===== src/hw/spc_pkg.sv =====
// Purpose: Shared constants of the system pin and alert controller.
// Assumes: APB register map, 32-bit data, one word per register.
// Notes: Offsets are byte addresses; field positions are bit indices.
package spc_pkg;

  // ==========================================================
  // Sizes
  localparam int PIN_COUNT = 16;
  localparam int OVR_COUNT = 4;
  localparam int EXT_COUNT = 9;
  localparam int SRC_W = 5;
  localparam int DEB_W = 16;
  localparam int THR_W = 8;
  localparam int ADDR_W = 12;

  // ==========================================================
  // Register offsets
  localparam logic [11:0] A_TOP_FLAGS = 12'h000;
  localparam logic [11:0] A_TOP_ENABLE = 12'h004;
  localparam logic [11:0] A_PIN_LEVEL = 12'h008;
  localparam logic [11:0] A_PIN_FLAGS = 12'h00c;
  localparam logic [11:0] A_PIN_VEC = 12'h010;
  localparam logic [11:0] A_PIN_VEC_SH = 12'h014;
  localparam logic [11:0] A_COMMIT = 12'h018;
  localparam logic [11:0] A_OVR_ARM = 12'h01c;
  localparam logic [11:0] A_OVR_WATCH = 12'h020;
  localparam logic [11:0] A_OVR_FLAGS = 12'h024;
  localparam logic [11:0] A_OVR_SRC = 12'h028;
  localparam logic [11:0] A_OC_CTRL = 12'h02c;
  localparam logic [11:0] A_OC_THR = 12'h030;
  localparam logic [11:0] A_OC_DEB = 12'h034;
  localparam logic [11:0] A_OC_INEN = 12'h038;
  localparam logic [11:0] A_OC_LEVEL = 12'h03c;
  localparam logic [11:0] A_OC_CHG = 12'h040;
  localparam logic [11:0] A_OVR_MASK = 12'h050;
  localparam logic [11:0] A_CFG = 12'h080;
  localparam logic [11:0] A_CFG_SH = 12'h0c0;

  // ==========================================================
  // Field positions
  localparam int CFG_DRIVE = 0;
  localparam int CFG_OE = 1;
  localparam int CFG_EV_EN = 2;
  localparam int CFG_EV_RISE = 3;
  localparam int TOP_PIN = 0;
  localparam int TOP_OVR = 1;
  localparam int TOP_OC = 2;
  localparam int TOP_EXT = 3;
  localparam int OC_CTRL_ON = 0;
  localparam int OC_CTRL_RUN = 1;
  localparam int COMMIT_REQ = 0;
  localparam int OVR_STATE_LSB = 16;
  localparam int THR_B_LSB = 8;
  localparam int SRC_FIELD = 8;

  // ==========================================================
  // Reset values
  localparam logic [DEB_W-1:0] RST_DEB = 16'h0010;
  localparam logic [THR_W-1:0] RST_THR = 8'h00;

endpackage


===== src/hw/spc_core.sv =====
// Purpose: Alert merging, pin control, pin overrides and over-current
//          sequencing behind an APB slave.
// Assumes: Pins and comparator inputs are asynchronous; ext_flags are
//          levels from modules on pclk.
// Notes: Zero-wait APB; pready rises in the first access cycle.
// Function
// - Single open-drain active-low alert from flags
// - Top flags follow sources; writes ignored
// - Pin, override, change flags write-one-clear
// - Sixteen pins, each with own config
// - Level vector read shows pin states
// - Each pin may raise pin event
// - Output vector and drive bits stay consistent
// - Commit copies the per-pin shadows in one cycle; output shadow not copied
// - Per-pin shadow drive wins on mismatch
// - Commit request clears itself when applied
// - Pending override blocks and holds commit
// - Four overrides with selectable sources
// - Watch match forces masked pins two clocks later
// - Own mask per override, overlaps allowed
// - Override firing sets override event flag
// - Debounced event sets change and top flag
// - Level bit follows rising and falling
// - Control bit gates comparison; sources selectable
// - Sense inputs usable as override source
`timescale 1ns/1ps
`default_nettype none
module spc_core
  import spc_pkg::*;
#(
  parameter int PIN_N = PIN_COUNT,
  parameter int EXT_W = EXT_COUNT
)
(
  // Clock and reset.
  input wire logic pclk,
  input wire logic presetn,
  // APB slave.
  input wire logic psel,
  input wire logic penable,
  input wire logic pwrite,
  input wire logic [ADDR_W-1:0] paddr,
  input wire logic [31:0] pwdata,
  output logic [31:0] prdata,
  output logic pready,
  output logic pslverr,
  // Interrupt levels from other modules.
  input wire logic [EXT_W-1:0] ext_flags,
  // Programmable pins.
  input wire logic [PIN_N-1:0] pin_in,
  output logic [PIN_N-1:0] pin_out,
  output logic [PIN_N-1:0] pin_oe,
  // Over-current comparator.
  input wire logic overcurrent_sense_a,
  input wire logic overcurrent_sense_b,
  output logic [THR_W-1:0] overcurrent_threshold_a,
  output logic [THR_W-1:0] overcurrent_threshold_b,
  output logic overcurrent_compare_on,
  // Open-drain alert, active low.
  output logic alert_n_out,
  output logic alert_n_oe
);

  localparam int TOP_W = TOP_EXT + EXT_W;
  localparam int SV_W = PIN_N + 2;

  // ==========================================================
  // Registers
  logic pready_r, pslverr_r;
  logic [31:0] prdata_r;
  logic [TOP_W-1:0] top_event_flags_r, top_enable_r;
  logic [PIN_N-1:0] pin_s1_r, pin_s2_r, pin_prev_r;
  logic [PIN_N-1:0] pin_event_flags_r, pin_output_vector_r;
  logic [PIN_N-1:0] oe_cfg_r, ev_en_r, ev_rise_r;
  logic [PIN_N-1:0] sh_drive_r, sh_oe_r, sh_ev_en_r, sh_ev_rise_r;
  logic [PIN_N-1:0] pin_output_shadow_r, pin_out_r, pin_oe_r;
  logic shadow_commit_request_r;
  logic [OVR_COUNT-1:0] override_arm_r, override_watch_value_r;
  logic [OVR_COUNT-1:0] pending_r, override_event_flags_r;
  logic [SRC_W-1:0] src_sel_r [OVR_COUNT];
  logic [PIN_N-1:0] ovr_mask_r [OVR_COUNT];
  logic [PIN_N-1:0] ovr_state_r [OVR_COUNT];
  logic overcurrent_control_r;
  logic [THR_W-1:0] thr_a_r, thr_b_r;
  logic [DEB_W-1:0] overcurrent_debounce_time_r;
  logic [1:0] overcurrent_input_enable_r, overcurrent_change_flags_r;
  logic alert_n_oe_r, alert_n_out_r;

  // Combinational nets.
  logic setup, wr, hit, cfg_hit, sh_hit, mask_hit, commit_go;
  logic [31:0] rd_data;
  logic [3:0] ci;
  logic [1:0] mi;
  logic [1:0] oc_level, oc_chg, oc_run;
  logic [SV_W-1:0] src_vec;
  logic [OVR_COUNT-1:0] fire;
  logic [PIN_N-1:0] pin_ev, drive_nxt, oe_nxt;

  // ==========================================================
  // APB slave
  assign setup = psel & ~penable;
  assign wr = psel & penable & pwrite & pready_r;
  assign ci = paddr[5:2];
  assign mi = paddr[3:2];
  assign cfg_hit = (paddr[11:6] == A_CFG[11:6]) && (32'(ci) < PIN_N);
  assign sh_hit = (paddr[11:6] == A_CFG_SH[11:6]) && (32'(ci) < PIN_N);
  assign mask_hit = paddr[11:4] == A_OVR_MASK[11:4];

  // Read mux; the reads have no side effects.
  always_comb
  begin
    rd_data = '0;
    hit = 1'b1;
    unique case (paddr)
      A_TOP_FLAGS: rd_data = 32'(top_event_flags_r);
      A_TOP_ENABLE: rd_data = 32'(top_enable_r);
      A_PIN_LEVEL: rd_data = 32'(pin_s2_r);
      A_PIN_FLAGS: rd_data = 32'(pin_event_flags_r);
      A_PIN_VEC: rd_data = 32'(pin_output_vector_r);
      A_PIN_VEC_SH: rd_data = 32'(pin_output_shadow_r);
      A_COMMIT: rd_data = 32'(shadow_commit_request_r);
      A_OVR_ARM: rd_data = 32'(override_arm_r);
      A_OVR_WATCH: rd_data = 32'(override_watch_value_r);
      A_OVR_FLAGS: rd_data = 32'(override_event_flags_r);
      A_OVR_SRC: for (int i = 0; i < OVR_COUNT; i++)
        rd_data[i*SRC_FIELD +: SRC_W] = src_sel_r[i];
      A_OC_CTRL: rd_data = 32'({|oc_run, overcurrent_control_r});
      A_OC_THR: rd_data = 32'({thr_b_r, thr_a_r});
      A_OC_DEB: rd_data = 32'(overcurrent_debounce_time_r);
      A_OC_INEN: rd_data = 32'(overcurrent_input_enable_r);
      A_OC_LEVEL: rd_data = 32'(oc_level);
      A_OC_CHG: rd_data = 32'(overcurrent_change_flags_r);
      default:
      begin
        if (cfg_hit)
          rd_data = 32'({ev_rise_r[ci], ev_en_r[ci], oe_cfg_r[ci],
                         pin_output_vector_r[ci]});
        else if (sh_hit)
          rd_data = 32'({sh_ev_rise_r[ci], sh_ev_en_r[ci], sh_oe_r[ci],
                         sh_drive_r[ci]});
        else if (mask_hit)
          rd_data = {ovr_state_r[mi], ovr_mask_r[mi]};
        else
          hit = 1'b0;
      end
    endcase
  end

  // Data and status are captured in setup and shown in the access cycle.
  always_ff @(posedge pclk or negedge presetn)
  begin
    if (!presetn)
    begin
      pready_r <= 1'b0;
      pslverr_r <= 1'b0;
      prdata_r <= '0;
    end
    else
    begin
      pready_r <= setup;
      pslverr_r <= setup & ~hit;
      prdata_r <= (setup && !pwrite && hit) ? rd_data : '0;
    end
  end

  // ==========================================================
  // Pin sampling and pin events
  // The first flop feeds only the second one.
  always_ff @(posedge pclk or negedge presetn)
  begin
    if (!presetn)
    begin
      pin_s1_r <= '0;
      pin_s2_r <= '0;
      pin_prev_r <= '0;
    end
    else
    begin
      pin_s1_r <= pin_in;
      pin_s2_r <= pin_s1_r;
      pin_prev_r <= pin_s2_r;
    end
  end

  // Enabled pins flag the chosen edge.
  assign pin_ev = ev_en_r & ((ev_rise_r & pin_s2_r & ~pin_prev_r)
                  | (~ev_rise_r & ~pin_s2_r & pin_prev_r));

  // A new event beats a clear written in the same cycle.
  always_ff @(posedge pclk or negedge presetn)
  begin
    if (!presetn)
      pin_event_flags_r <= '0;
    else if (wr && paddr == A_PIN_FLAGS)
      pin_event_flags_r <= (pin_event_flags_r & ~pwdata[PIN_N-1:0]) | pin_ev;
    else
      pin_event_flags_r <= pin_event_flags_r | pin_ev;
  end

  // ==========================================================
  // Live and shadow pin configuration
  assign commit_go = shadow_commit_request_r & ~|pending_r;

  // The drive bit has one home, so both views always agree.
  always_ff @(posedge pclk or negedge presetn)
  begin
    if (!presetn)
    begin
      pin_output_vector_r <= '0;
      oe_cfg_r <= '0;
      ev_en_r <= '0;
      ev_rise_r <= '0;
    end
    else if (commit_go)
    begin
      pin_output_vector_r <= sh_drive_r;
      oe_cfg_r <= sh_oe_r;
      ev_en_r <= sh_ev_en_r;
      ev_rise_r <= sh_ev_rise_r;
    end
    else if (wr && paddr == A_PIN_VEC)
      pin_output_vector_r <= pwdata[PIN_N-1:0];
    else if (wr && cfg_hit)
    begin
      pin_output_vector_r[ci] <= pwdata[CFG_DRIVE];
      oe_cfg_r[ci] <= pwdata[CFG_OE];
      ev_en_r[ci] <= pwdata[CFG_EV_EN];
      ev_rise_r[ci] <= pwdata[CFG_EV_RISE];
    end
  end

  // Shadow copies; the output shadow is kept for readback only.
  always_ff @(posedge pclk or negedge presetn)
  begin
    if (!presetn)
    begin
      sh_drive_r <= '0;
      sh_oe_r <= '0;
      sh_ev_en_r <= '0;
      sh_ev_rise_r <= '0;
      pin_output_shadow_r <= '0;
    end
    else if (wr && sh_hit)
    begin
      sh_drive_r[ci] <= pwdata[CFG_DRIVE];
      sh_oe_r[ci] <= pwdata[CFG_OE];
      sh_ev_en_r[ci] <= pwdata[CFG_EV_EN];
      sh_ev_rise_r[ci] <= pwdata[CFG_EV_RISE];
    end
    else if (wr && paddr == A_PIN_VEC_SH)
      pin_output_shadow_r <= pwdata[PIN_N-1:0];
  end

  // A request written while one is applied survives.
  always_ff @(posedge pclk or negedge presetn)
  begin
    if (!presetn)
      shadow_commit_request_r <= 1'b0;
    else if (wr && paddr == A_COMMIT && pwdata[COMMIT_REQ])
      shadow_commit_request_r <= 1'b1;
    else if (commit_go)
      shadow_commit_request_r <= 1'b0;
  end

  // ==========================================================
  // Overrides
  assign src_vec = {oc_level, pin_s2_r};

  // Sources past the last comparator never fire.
  always_comb
  begin
    fire = '0;
    for (int i = 0; i < OVR_COUNT; i++)
      if (32'(src_sel_r[i]) < SV_W)
        fire[i] = override_arm_r[i] & ~pending_r[i]
                  & (src_vec[src_sel_r[i]] == override_watch_value_r[i]);
  end

  // Override setup registers.
  always_ff @(posedge pclk or negedge presetn)
  begin
    if (!presetn)
    begin
      override_arm_r <= '0;
      override_watch_value_r <= '0;
      for (int i = 0; i < OVR_COUNT; i++)
      begin
        src_sel_r[i] <= '0;
        ovr_mask_r[i] <= '0;
        ovr_state_r[i] <= '0;
      end
    end
    else if (wr)
    begin
      if (paddr == A_OVR_ARM)
        override_arm_r <= pwdata[OVR_COUNT-1:0];
      if (paddr == A_OVR_WATCH)
        override_watch_value_r <= pwdata[OVR_COUNT-1:0];
      if (paddr == A_OVR_SRC)
        for (int i = 0; i < OVR_COUNT; i++)
          src_sel_r[i] <= pwdata[i*SRC_FIELD +: SRC_W];
      if (mask_hit)
      begin
        ovr_mask_r[mi] <= pwdata[PIN_N-1:0];
        ovr_state_r[mi] <= pwdata[OVR_STATE_LSB +: PIN_N];
      end
    end
  end

  // Disarming an override is the only way to drop its pending state.
  always_ff @(posedge pclk or negedge presetn)
  begin
    if (!presetn)
    begin
      pending_r <= '0;
      override_event_flags_r <= '0;
    end
    else
    begin
      if (wr && paddr == A_OVR_ARM)
        pending_r <= (pending_r & pwdata[OVR_COUNT-1:0]) | fire;
      else
        pending_r <= pending_r | fire;
      if (wr && paddr == A_OVR_FLAGS)
        override_event_flags_r <= (override_event_flags_r
          & ~pwdata[OVR_COUNT-1:0]) | fire;
      else
        override_event_flags_r <= override_event_flags_r | fire;
    end
  end

  // Later overrides win where masks overlap.
  always_comb
  begin
    drive_nxt = pin_output_vector_r;
    oe_nxt = oe_cfg_r;
    for (int i = 0; i < OVR_COUNT; i++)
      if (pending_r[i])
      begin
        drive_nxt = (drive_nxt & ~ovr_mask_r[i]) | (ovr_state_r[i] & ovr_mask_r[i]);
        oe_nxt = oe_nxt | ovr_mask_r[i];
      end
  end

  // Pin drivers.
  always_ff @(posedge pclk or negedge presetn)
  begin
    if (!presetn)
    begin
      pin_out_r <= '0;
      pin_oe_r <= '0;
    end
    else
    begin
      pin_out_r <= drive_nxt;
      pin_oe_r <= oe_nxt;
    end
  end

  // ==========================================================
  // Over-current sequencing
  // Filters stop as soon as the control bit drops.
  spc_ocs_filter #(.DW(DEB_W)) u_filt_a (
    .pclk(pclk), .presetn(presetn), .sense_in(overcurrent_sense_a),
    .enable(overcurrent_control_r & overcurrent_input_enable_r[0]),
    .deb_cycles(overcurrent_debounce_time_r),
    .level_r(oc_level[0]), .changed_r(oc_chg[0]), .running_r(oc_run[0]));
  spc_ocs_filter #(.DW(DEB_W)) u_filt_b (
    .pclk(pclk), .presetn(presetn), .sense_in(overcurrent_sense_b),
    .enable(overcurrent_control_r & overcurrent_input_enable_r[1]),
    .deb_cycles(overcurrent_debounce_time_r),
    .level_r(oc_level[1]), .changed_r(oc_chg[1]), .running_r(oc_run[1]));

  // Comparator setup; software changes it only while stopped.
  always_ff @(posedge pclk or negedge presetn)
  begin
    if (!presetn)
    begin
      overcurrent_control_r <= 1'b0;
      thr_a_r <= RST_THR;
      thr_b_r <= RST_THR;
      overcurrent_debounce_time_r <= RST_DEB;
      overcurrent_input_enable_r <= '0;
    end
    else if (wr)
    begin
      if (paddr == A_OC_CTRL)
        overcurrent_control_r <= pwdata[OC_CTRL_ON];
      if (paddr == A_OC_THR)
      begin
        thr_a_r <= pwdata[THR_W-1:0];
        thr_b_r <= pwdata[THR_B_LSB +: THR_W];
      end
      if (paddr == A_OC_DEB)
        overcurrent_debounce_time_r <= pwdata[DEB_W-1:0];
      if (paddr == A_OC_INEN)
        overcurrent_input_enable_r <= pwdata[1:0];
    end
  end

  // Change flags; a new change beats the clear.
  always_ff @(posedge pclk or negedge presetn)
  begin
    if (!presetn)
      overcurrent_change_flags_r <= '0;
    else if (wr && paddr == A_OC_CHG)
      overcurrent_change_flags_r <= (overcurrent_change_flags_r & ~pwdata[1:0])
                                    | oc_chg;
    else
      overcurrent_change_flags_r <= overcurrent_change_flags_r | oc_chg;
  end

  // ==========================================================
  // Top flags and alert
  // Top flags mirror their sources; writes to them do nothing.
  always_ff @(posedge pclk or negedge presetn)
  begin
    if (!presetn)
    begin
      top_event_flags_r <= '0;
      top_enable_r <= '0;
    end
    else
    begin
      top_event_flags_r <= {ext_flags, |overcurrent_change_flags_r,
                            |override_event_flags_r, |pin_event_flags_r};
      if (wr && paddr == A_TOP_ENABLE)
        top_enable_r <= pwdata[TOP_W-1:0];
    end
  end

  // The pin is only ever pulled low; release lets it float high.
  always_ff @(posedge pclk or negedge presetn)
  begin
    if (!presetn)
    begin
      alert_n_oe_r <= 1'b0;
      alert_n_out_r <= 1'b0;
    end
    else
    begin
      alert_n_oe_r <= |(top_event_flags_r & top_enable_r);
      alert_n_out_r <= 1'b0;
    end
  end

  // ==========================================================
  // Outputs
  assign prdata = prdata_r;
  assign pready = pready_r;
  assign pslverr = pslverr_r;
  assign pin_out = pin_out_r;
  assign pin_oe = pin_oe_r;
  assign overcurrent_threshold_a = thr_a_r;
  assign overcurrent_threshold_b = thr_b_r;
  assign overcurrent_compare_on = overcurrent_control_r;
  assign alert_n_out = alert_n_out_r;
  assign alert_n_oe = alert_n_oe_r;

  // ==========================================================
  // Checks
  a_alert_follow: assert property (
    @(posedge pclk) disable iff (!presetn)
    ##1 alert_n_oe == $past(|(top_event_flags_r & top_enable_r)))
    else $error("Alert does not follow enabled flags.");

  a_top_no_clear: assert property (
    @(posedge pclk) disable iff (!presetn)
    (wr && paddr == A_TOP_FLAGS && ext_flags[0]) |=> top_event_flags_r[TOP_EXT])
    else $error("Top flag cleared by a write.");

  a_pin_flag_w1c: assert property (
    @(posedge pclk) disable iff (!presetn)
    (wr && paddr == A_PIN_FLAGS)
    |=> (pin_event_flags_r & $past(pwdata[PIN_N-1:0] & ~pin_ev)) == '0)
    else $error("Pin flag not cleared by one.");

  a_commit_copy: assert property (
    @(posedge pclk) disable iff (!presetn)
    commit_go |=> (oe_cfg_r == $past(sh_oe_r))
                  && (pin_output_vector_r == $past(sh_drive_r)))
    else $error("Commit did not copy the shadow.");

  a_commit_self_clear: assert property (
    @(posedge pclk) disable iff (!presetn)
    (commit_go && !(wr && paddr == A_COMMIT)) |=> !shadow_commit_request_r)
    else $error("Commit request not cleared.");

  a_commit_blocked: assert property (
    @(posedge pclk) disable iff (!presetn)
    (shadow_commit_request_r && |pending_r) |=> shadow_commit_request_r
      && $stable(oe_cfg_r))
    else $error("Commit applied while override pending.");

  a_override_drive: assert property (
    @(posedge pclk) disable iff (!presetn)
    pending_r[0] |=> ((pin_oe & $past(ovr_mask_r[0])) == $past(ovr_mask_r[0])))
    else $error("Override did not enable its pins.");

  a_override_flag: assert property (
    @(posedge pclk) disable iff (!presetn)
    fire[0] |=> override_event_flags_r[0] ##1 top_event_flags_r[TOP_OVR])
    else $error("Override firing not flagged.");

  a_oc_change: assert property (
    @(posedge pclk) disable iff (!presetn)
    oc_chg[0] |=> overcurrent_change_flags_r[0] ##1 top_event_flags_r[TOP_OC])
    else $error("Over-current change not flagged.");

endmodule // spc_core
`default_nettype wire


===== src/hw/spc_ocs_filter.sv =====
// Purpose: Debounce filter for one over-current comparator input.
// Assumes: The comparator output is asynchronous to pclk.
// Notes: Disabling the filter clears its level without a change pulse.
`timescale 1ns/1ps
`default_nettype none
module spc_ocs_filter
  import spc_pkg::*;
#(
  parameter int DW = DEB_W
)
(
  // Clock and reset.
  input wire logic pclk,
  input wire logic presetn,
  // Comparator input and control.
  input wire logic sense_in,
  input wire logic enable,
  input wire logic [DW-1:0] deb_cycles,
  // Filtered result.
  output logic level_r,
  output logic changed_r,
  output logic running_r
);

  // ==========================================================
  // Synchroniser
  logic s1_r;
  logic s2_r;
  logic [DW-1:0] cnt_r;

  // Two flops before any logic looks at the pin.
  always_ff @(posedge pclk or negedge presetn)
  begin
    if (!presetn)
    begin
      s1_r <= 1'b0;
      s2_r <= 1'b0;
    end
    else
    begin
      s1_r <= sense_in;
      s2_r <= s1_r;
    end
  end

  // ==========================================================
  // Filter
  // A new level must hold for deb_cycles+1 clocks before it is taken.
  always_ff @(posedge pclk or negedge presetn)
  begin
    if (!presetn)
    begin
      cnt_r <= '0;
      level_r <= 1'b0;
      changed_r <= 1'b0;
    end
    else if (!enable)
    begin
      cnt_r <= '0;
      level_r <= 1'b0;
      changed_r <= 1'b0;
    end
    else if (s2_r != level_r)
    begin
      if (cnt_r >= deb_cycles)
      begin
        cnt_r <= '0;
        level_r <= s2_r;
        changed_r <= 1'b1;
      end
      else
      begin
        cnt_r <= cnt_r + 1'b1;
        changed_r <= 1'b0;
      end
    end
    else
    begin
      cnt_r <= '0;
      changed_r <= 1'b0;
    end
  end

  // The running flag trails the enable by one clock.
  always_ff @(posedge pclk or negedge presetn)
  begin
    if (!presetn)
      running_r <= 1'b0;
    else
      running_r <= enable;
  end

  a_level_change: assert property (
    @(posedge pclk) disable iff (!presetn)
    ($changed(level_r) && $past(enable)) |-> changed_r)
    else $error("Filtered level moved without a change pulse.");

endmodule // spc_ocs_filter
`default_nettype wire


===== config.mk =====
export PLATFORM = sky130hd
export DESIGN_NAME = spc_core
export DESIGN_NICKNAME = d
export VERILOG_FILES = /design/src/hw/spc_pkg.sv /design/src/hw/spc_core.sv /design/src/hw/spc_ocs_filter.sv
export SDC_FILE = /design/constraint.sdc
export NUM_CORES = 1
export LEC_CHECK = 0
export BUFFER_PORTS_ARGS = -buffer_cell sky130_fd_sc_hd__buf_2
export CELL_PAD_IN_SITES_DETAIL_PLACEMENT = 2
export CELL_PAD_IN_SITES_GLOBAL_PLACEMENT = 2
export CORE_ASPECT_RATIO = 0.7
export CORE_MARGIN = 2
export CORE_UTILIZATION = 25
export DETAILED_ROUTE_END_ITERATION = 6
export MAX_ROUTING_LAYER = met4
export PLACE_DENSITY_LB_ADDON = 0.1
export SLEW_MARGIN = 15
export SYNTH_ARGS = -nofsm -noshare
export SYNTH_HDL_FRONTEND = slang
export SYNTH_SLANG_ARGS = --single-unit

===== constraint.sdc =====
create_clock -name pclk -period 3.2 [get_ports pclk]
set_clock_uncertainty 0.15 [all_clocks]
set_input_delay 0.32 -clock pclk [delete_from_list [all_inputs] [get_ports pclk]]
set_output_delay 0.32 -clock pclk [all_outputs]
set_load 0.05 [all_outputs]

==> results of run 1 <==
## flip-flops by register name, indices dropped and copies added, names as in the netlist, 20 cells and up
| register | cells |
|---|---|
| ovr_state_r | 64 |
| prdata | 32 |
| ovr_mask_r | 64 |
| src_sel_r | 20 |
## critical path: cells and delay by family (launching register included)
family          cells  cell delay [ns]
compound gates      2             0.48
xor+xnor            1             0.18
flops               1             0.84
mux                 2             1.29
simple gates        1             0.10
## routing by layer
layer | global-route usage | part of all wire
met5 | - | 0
met2 | 0.3303 | 0.42
met1 | 0.3493 | 0.49
met3 | 0.06461 | 0.071
met4 | 0.05263 | 0.022
## stage by stage
step                      utilization  setup slack [ns]  power [mW]  hold WS, ns
after floorplan                     -            0.7287       7.364      -0.1256
after global placement         0.2848           -0.1142       7.906       0.1833
after detailed placement       0.2848         -0.009364       7.920       0.1872
after CTS                      0.3107            0.1831       15.95     0.007472
after global routing           0.3108           0.05446       16.29      0.05271
final                          0.3109           0.02501       15.67      0.06439
## cell usage after synthesis (all sizes together) (5+ instances only)
master    n  share of area
o22ai     6         0.0014
a221oi   29         0.0099
and2      8         0.0019
a21o      8         0.0023
a31oi    32         0.0076
o311ai    5         0.0017
mux4     78          0.067
nand4    38         0.0090
mux2i   102          0.039
mux2    280           0.12
xor2     20         0.0066
nor2    146          0.022
o21ai   127          0.024
xnor2    14         0.0047
dfrtp   542           0.51
a211oi    7         0.0020
a22oi    34         0.0097
a21oi    74          0.014
inv      27         0.0038
a22o     24         0.0080
ha       34          0.016
nand2b   10         0.0024
nor3     30         0.0092
nor2b    10         0.0024
a221o     5         0.0019
and3     17         0.0040
nand3    40         0.0085
nand2   240          0.034
nor4     16         0.0049
clkbuf   81          0.012
buf      60          0.013
a222oi    7         0.0027
## power by group through the flow
stage / Combinational [mW] / Clock [mW] / Sequential (mW)
4_1_cts: 0.864 / 8.11 / 6.98
3_5_place_dp: 0.813 / 0 / 7.11
2_1_floorplan: 0.290 / 0 / 7.07
5_1_grt: 0.915 / 8.39 / 6.98
6_report: 0.851 / 7.84 / 6.98
3_3_place_gp: 0.801 / 0 / 7.10
## layout make-up
| cell class | count | area, um^2 | share of cell area |
|---|---|---|---|
| well taps | 1414 | 1769 | 0.05457 |
| clock inverters | 24 | 290.3 | 0.008953 |
| repair buffers | 366 | 2709 | 0.08355 |
| flip-flops and latches | 543 | 13590 | 0.4192 |
| diodes | 5 | 12.51 | 0.0003859 |
| inverters | 27 | 101.3 | 0.003126 |
| clock buffers | 93 | 1906 | 0.05877 |
| multi-input cells | 1501 | 12040 | 0.3715 |
## kinds of logic after synthesis
family,count (synthesis),share of synthesized area
flip-flops,543,0.5158
other,1,0.0001423
buffers and inverters,168,0.02849
multiplexers,460,0.2251
adder cells (fa/ha/maj),34,0.01615
AO/OA/AOI/OAI,395,0.09735
XOR/XNOR,34,0.01130
AND/OR/NAND/NOR,577,0.1057
## path summary, 6_finish.rpt
| kind | end | from |
|---|---|---|
| setup / recovery | pending_r[2] | src_sel_r[5] |
| hold / removal | prdata[1] | paddr[7] |
| setup reg to reg | pending_r[2] | src_sel_r[5] |
| hold reg to reg | pin_s2_r[7] | pin_s1_r[7] |
| max in group asynchronous | ovr_state_r[27] | presetn |
| min in group asynchronous | pin_s1_r[6] | presetn |
## repair_timing
action / 4_1_cts / 5_1_grt
endpoints found under the setup margin: 0 / 2
hold buffers: 51 / 0
hold endpoints to repair: 163 / 0
resized for setup: 0 / 1
==> impl_metrics.json, run 1 <==
{
  "p_switching_mw": 3.920,
  "grt_first_pass_wirelength_um": 177200,
  "final-setup-viol-count": 0,
  "finalHoldViolCount": 0,
  "die_area_um2": 108000,
  "num_rows": 99,
  "cts_tree": "done",
  "syn_avg_cell_area_um2": 11.91,
  "fmax_mhz": 315.0,
  "antenna_found_initial": 12,
  "grt.overflow.total": 0,
  "crit_chain": "mux4_2 > mux2i_1 > nor3_1 > a211oi_1 > xnor2_1 > o21ai_0",
  "cts_setup_buffers": 0,
  "switching_share": 0.2502,
  "clock_latency_ns": 0.66,
  "fp.dieH_um": 275.6,
  "setup_tns_ns": 0,
  "ant_nets": 0,
  "area_growth_pct": 23.06,
  "layout_commonest_cell": "dfrtp_1",
  "vias": 20740,
  "seq_area_frac_synth": 0.5158,
  "cts_root_buf": "clkbuf_16",
  "wl_per_cell_um": 31.41,
  "synth-edff-count": 0,
  "yosys_warnings": 0,
  "syn_inst": 2212,
  "initial_core_util": 0.2526,
  "crit_path_start_kind": "flip-flop",
  "cp_slowest_cell": "dfrtp_1",
  "arrival_ns": 3.55,
  "place_area_um2": 29700,
  "worstPathRequired_ns": 3.57,
  "core_um2": 104300,
  "cts.sinks": 543,
  "ys_ff_latch": 543,
  "intPower_mw": 11.75,
  "slew_violations": 0,
  "synth_nets": 2322,
  "fin_crit_sh": 0.9922,
  "worstSetupPathType": "flip-flop to flip-flop",
  "rsz0062_at_grt": "false",
  "leakage_nw": 14.71,
  "drc_errors": 1,
  "die_x_um": 392.0,
  "relSlewSlack": 0.3717,
  "viasPerCell": 5.220,
  "track_usage": 0.2406,
  "netlist_area_um2": 26350,
  "fin_nets": 2615,
  "min_period_ns": 3.175,
  "grt_max_degree": 84,
  "synth-async-reset-ratio": 1.000,
  "layout.cells.non_filler": 3973,
  "seq_power_share": 0.445,
  "layout-drive-gt1-share": 0.3203,
  "port-buffer-count": 159,
  "globalplace.congestion": 0.8754,
  "drt_pass1_iterations": 7,
  "final_area_um2": 32420,
  "worstMarginPinSlew_ns": 0.9338,
  "end_kind": "flip-flop",
  "critPathMaxFanout": 6,
  "clkPwrFrac": 0.500,
  "synthFlopType": "dfrtp_1",
  "hold_class": "input pin to flip-flop",
  "comb_power_share": 0.054,
  "ff2ff_path_depth": 6,
  "path_clk_slew_ns": 0.06,
  "grt_pass1_vias": 21960,
  "worstHoldPathCells": 3,
  "layout_common_cells": "dfrtp_1, mux2_2, nand2_1",
  "ios": 161,
  "htreeDepth": 3,
  "clock_path_buffers": 3,
  "dp_hpwl_um": 91920,
  "wirelength_um": 124800,
  "yosysUniqueCellTypes": 74,
  "fillers": 11150,
  "drt-initial-drc-count": 1841,
  "rrSetupSlack_ns": 0.03,
  "maxCapViolations": 0,
  "max_stage_delay_ns": 0.84,
  "irDropWorstVdd_mv": 0.2932,
  "violations": "design-rule violations",
  "dp.cells": 3800,
  "status": "finished, violations left",
  "p_per_area_nw_per_um2": 483.3,
  "cts_buffers": 66
}
Power figures use the tool's default switching activity.
==> run 2, diff against run 1 <==
CORE_UTILIZATION = 42   (was 25)
SETUP_SLACK_MARGIN = 0.5   (was not set)
==> impl_metrics.json, run 2 (synthesis results as in run 1) <==
{
  "cp_top_family": "simple AND/OR/NAND/NOR gates",
  "clock_latency_ns": 0.64,
  "max_stage_delay_ns": 0.56,
  "clock_path_buffers": 3,
  "hold_class": "input pin to flip-flop",
  "cts.sinks": 543,
  "path_common_cell": "nand2_1",
  "fp.dieH_um": 213.6,
  "drc_errors": 0,
  "fillers": 6016,
  "wirelength_um": 113500,
  "critPathMaxFanout": 5,
  "cts_tree": "done",
  "die_area_um2": 64790,
  "fin_nets": 2590,
  "layout-drive-gt1-share": 0.3153,
  "setup_tns_ns": 0,
  "globalplace.congestion": 0.9919,
  "cp_slowest_cell": "and4_1",
  "core_um2": 61810,
  "path_clk_slew_ns": 0.06,
  "min_period_ns": 2.652,
  "vias": 21290,
  "grt.overflow.total": 0,
  "grt_first_pass_wirelength_um": 165500,
  "status": "finished clean",
  "grt_pass1_vias": 22770,
  "rrSetupSlack_ns": 0.55,
  "initial_core_util": 0.4263,
  "die_x_um": 303.4,
  "grt_max_degree": 76,
  "ant_nets": 0,
  "worstMarginPinSlew_ns": 0.8913,
  "ios": 161,
  "final_area_um2": 31300,
  "finalHoldViolCount": 0,
  "fmax_mhz": 377.1,
  "p_per_area_nw_per_um2": 477.8,
  "end_kind": "flip-flop",
  "port-buffer-count": 159,
  "slew_violations": 0,
  "place_area_um2": 28790,
  "htreeDepth": 2,
  "crit_chain": "and4_1 > nand2_1 > nor2_2 > nand2_1 > mux2i_1 > o21ai_0",
  "area_growth_pct": 18.78,
  "finalCoreUtilization": 0.5063,
  "worstPathRequired_ns": 3.53,
  "cts_buffers": 56,
  "dp_slack_ns": 0.009996,
  "leakage_nw": 14.48,
  "rsz0062_at_grt": "false",
  "wl_per_cell_um": 33.88,
  "num_rows": 76,
  "track_usage": 0.3669,
  "fin_crit_sh": 0.8287,
  "relSlewSlack": 0.4058,
  "crit_path_start_kind": "flip-flop",
  "viasPerCell": 6.355,
  "layout_common_cells": "dfrtp_1, mux2_2, nand2_1",
  "dp_hpwl_um": 81560,
  "layout_commonest_cell": "dfrtp_1",
  "worstSetupPathType": "flip-flop to flip-flop",
  "worst_slack_ns": 0.5482,
  "antenna_found_initial": 2,
  "arrival_ns": 2.98,
  "drt-initial-drc-count": 2067,
  "worst-path-buf-inv": 0,
  "cts_root_buf": "clkbuf_16",
  "drt_pass1_iterations": 5,
  "maxCapViolations": 0,
  "final-setup-viol-count": 0,
  "irDropWorstVdd_mv": 0.4356
}
==> run 2: changes by cell type in the layout (fill, tap and decap cells not counted), moves of 4 or more <==
cell | previous run | this run
clkbuf_16 | 68 | 57
clkinvlp_4 | 2 | 6
clkinv_2 | 12 | 8
buf_4 | 140 | 129
buf_12 | 17 | 13
==> run 2: metal layers <==
layer  share of wire  vias up  wire length, um  track usage
met4           0.029        0             3315       0.1018
met3           0.085      178             9591      0.07609
li1                -     8689                -            -
met2            0.44      920            50410       0.5442
met5               0        -                0            -
met1            0.44    11500            50180       0.5123
==> run 2: per-stage QoR <==
step / cells / power (mW) / hold slack, ns
2_1_floorplan: 2212 / 7.364 / -0.1256
3_3_place_gp: 3190 / 7.862 / 0.1824
3_5_place_dp: 3190 / 7.880 / 0.1864
4_1_cts: 3346 / 15.02 / 0.01859
5_1_grt: 3349 / 15.36 / 0.04447
6_report: 3350 / 14.95 / 0.05678
==> run 2: worst register-to-register path, cell delays in order, from the launching register on <==
cell,delay [ns]
dfrtp_1,0.37
and4_1,0.56
nand2_1,0.33
nor2_2,0.27
nand2_1,0.37
mux2i_1,0.33
o21ai_0,0.13
==> run 2: timing repair <==
item,4_1_cts,5_1_grt
endpoints found under the hold margin,170,0
pin swaps,0,1
gates cloned,0,0
resized for setup,2,4
buffers inserted,0,1
setup endpoints to repair,12,51
hold buffers,50,0
==> run 2: final timing paths <==
path | startpoint | to | cells after the start
worst min register to register | pin_s1_r[9] | pin_s2_r[9] | 0
worst max register to register | pready | ev_en_r[7] | 6
min in group asynchronous | presetn | oe_cfg_r[1] | 2
worst max-delay path | pready | ev_en_r[7] | 6
max in group asynchronous | presetn | overcurrent_debounce_time_r[4] | 3
worst min-delay path | pwdata[11] | overcurrent_debounce_time_r[11] | 3
==> run 2: final cells by class <==
| type | instances | area, um^2 | share of cell area |
|---|---|---|---|
| flip-flops and latches | 543 | 13590 | 0.4343 |
| multi-input cells | 1501 | 12060 | 0.3852 |
| repair buffers | 351 | 2547 | 0.08140 |
| clock buffers | 83 | 1654 | 0.05285 |
| well taps | 819 | 1025 | 0.03274 |
| clock inverters | 23 | 312.8 | 0.009995 |
| inverters | 27 | 101.3 | 0.003238 |
| diodes | 3 | 7.507 | 0.0002399 |
==> run 2: where the power goes <==
| group | switching, mW | leakage, nW | internal (mW) | total [mW] |
|---|---|---|---|---|
| clock | 2.99 | 0.951 | 4.14 | 7.14 |
| sequential | 0.0683 | 6.84 | 6.91 | 6.98 |
| combinational | 0.583 | 6.69 | 0.257 | 0.839 |
| total | 3.64 | 14.5 | 11.3 | 15.0 |
==> run 3, diff against run 2 <==
CORE_UTILIZATION = 38   (was 42)
clock period = 2.4 ns   (was 3.2 ns; I/O delays follow)
==> impl_metrics.json, run 3 (synthesis results as in run 1) <==
{
  "die_area_um2": 71490,
  "arrival_ns": 2.89,
  "seq_area_um2": 13650,
  "num_rows": 80,
  "layout.cells.non_filler": 3827,
  "min_period_ns": 2.455,
  "fillers": 6121,
  "clock_latency_ns": 0.69,
  "clkPwrFrac": 0.482,
  "status": "finished, violations left",
  "crit_path_start_kind": "flip-flop",
  "intPower_mw": 15.28,
  "clock_path_buffers": 3,
  "worstSetupPathType": "flip-flop to flip-flop",
  "antenna_found_initial": 13,
  "grt_pass1_vias": 25490,
  "initial_core_util": 0.3854,
  "worstMarginPinSlew_ns": 0.7664,
  "p_per_area_nw_per_um2": 536.1,
  "vias": 25510,
  "ant_nets": 0,
  "drt_pass1_iterations": 6,
  "rrSetupSlack_ns": -0.06,
  "end_kind": "flip-flop",
  "die_x_um": 318.7,
  "p_switching_mw": 5.620,
  "multiInputGateArea_um2": 14600,
  "dp_hpwl_um": 90320,
  "relSlewSlack": 0.4891,
  "fp.dieH_um": 224.3,
  "cts_tree": "done",
  "htreeDepth": 2,
  "globalplace.congestion": 0.9921,
  "cts.sinks": 543,
  "fin_crit_sh": 1.023,
  "maxCapViolations": 0,
  "cts_root_buf": "clkbuf_16",
  "setup_tns_ns": -0.2759,
  "cts_buffers": 57,
  "violations": "negative setup slack",
  "layout_commonest_cell": "dfrtp_1",
  "drt-initial-drc-count": 3284,
  "port-buffer-count": 159,
  "finalHoldViolCount": 0,
  "grt_first_pass_wirelength_um": 198400,
  "irDropWorstVdd_mv": 0.6690,
  "comb_power_share": 0.074,
  "seq_power_share": 0.445,
  "area_growth_pct": 47.99,
  "path_clk_slew_ns": 0.08,
  "slew_violations": 0,
  "core_um2": 68370,
  "switching_share": 0.2689,
  "track_usage": 0.3995,
  "hold_class": "input pin to flip-flop",
  "fin_nets": 2978,
  "critPathMaxFanout": 8,
  "dp.cells": 3455,
  "wirelength_um": 161500,
  "drc_errors": 0,
  "wl_per_cell_um": 42.19,
  "grt.overflow.total": 0,
  "layout-drive-gt1-share": 0.5218,
  "leakage_nw": 17.81,
  "ios": 161,
  "worstPathRequired_ns": 2.84,
  "final-setup-viol-count": 11,
  "viasPerCell": 6.664,
  "worst_slack_ns": -0.05543,
  "fmax_mhz": 407.3,
  "rsz0062_at_grt": "true",
  "grt_max_degree": 77,
  "layout_common_cells": "dfrtp_1, buf_4, nand2_1"
}
==> run 3: cell types whose count changed in the layout (fill, tap and decap cells not counted), moves of 45 or more <==
cell / before / now
buf_4: 129 / 294
mux2_2: 280 / 164
mux2_4: 0 / 116
buf_6: 2 / 98
o21ai_0: 123 / 39
nand2_1: 235 / 167
buf_12: 13 / 76
nor2_1: 139 / 86
o21ai_2: 0 / 50
nor2_4: 2 / 51
dfrtp_1: 540 / 495
dfrtp_2: 2 / 47
==> run 3: metal layers <==
metal / vias up / GRT usage / wire [um]
met5: - / - / 0
met4: 0 / 0.1391 / 8864
met3: 526 / 0.09995 / 17960
met2: 1882 / 0.5906 / 71970
met1: 13590 / 0.5357 / 62680
li1: 9510 / - / -
==> run 3: what timing repair did <==
item | in CTS | in global routing
pin swaps | 87 | 104
buffers inserted | 97 | 55
endpoints found under the setup margin | 396 | 433
hold buffers | 63 | 2
cloned | 30 | 9
hold endpoints to repair | 578 | 2
resized for setup | 362 | 321
==> run 3: critical path: stages, from the launching register on <==
cell and delay (ns):
dfrtp_1 0.43, inv_2 0.14, ha_4 0.22, nand4_1 0.10
nor3_2 0.06, a221o_1 0.35, a41o_1 0.24, or3_4 0.38
buf_12 0.18, nor2_4 0.11
==> run 3: layout make-up <==
| class | count | area share |
|---|---|---|
| Antenna cell | 12 | 0.0007701 |
| Multi-Input combinational cell | 1501 | 0.3745 |
| Clock inverter | 25 | 0.009402 |
| Timing Repair Buffer | 738 | 0.1924 |
| Clock buffer | 79 | 0.04127 |
| Inverter | 27 | 0.002663 |
| Sequential cell | 543 | 0.3500 |
| Tap cell | 902 | 0.02894 |
==> run 3: metrics by stage <==
| step | util | total power, mW | hold WS [ns] | setup slack [ns] | instance area [um^2] |
|---|---|---|---|---|---|
| floorplan | - | 9.866 | -0.2056 | 0.1187 | 27300 |
| global placement | 0.4580 | 10.67 | 0.05301 | -0.1997 | 31310 |
| detailed placement | 0.4580 | 10.70 | 0.05754 | -0.2507 | 31310 |
| CTS | 0.5422 | 20.49 | 0.01367 | 0.01359 | 37070 |
| global route | 0.5703 | 21.23 | 0.04932 | -0.1034 | 38990 |
| finish | 0.5703 | 20.90 | 0.05457 | -0.05543 | 38990 |
==> run 3: power by group through the flow <==
stage | sequential, mW | combinational, mW | clock (mW)
global placement | 9.45 | 1.22 | 0
floorplan | 9.43 | 0.433 | 0
global route | 9.29 | 1.56 | 10.4
CTS | 9.29 | 1.38 | 9.82
finish | 9.30 | 1.54 | 10.1
detailed placement | 9.46 | 1.25 | 0
==> run 3: final timing paths <==
| path | startpoint | end | cells past startpoint |
|---|---|---|---|
| max | overcurrent_debounce_time_r[13] | u_filt_b.cnt_r[12] | 9 |
| max reg2reg | overcurrent_debounce_time_r[13] | u_filt_b.cnt_r[12] | 9 |
| min | paddr[5] | prdata[3] | 4 |
| min reg2reg | pin_s1_r[1] | pin_s2_r[1] | 0 |
| max in group asynchronous | presetn | oe_cfg_r[4] | 4 |
| min in group asynchronous | presetn | pin_output_vector_r[14] | 3 |
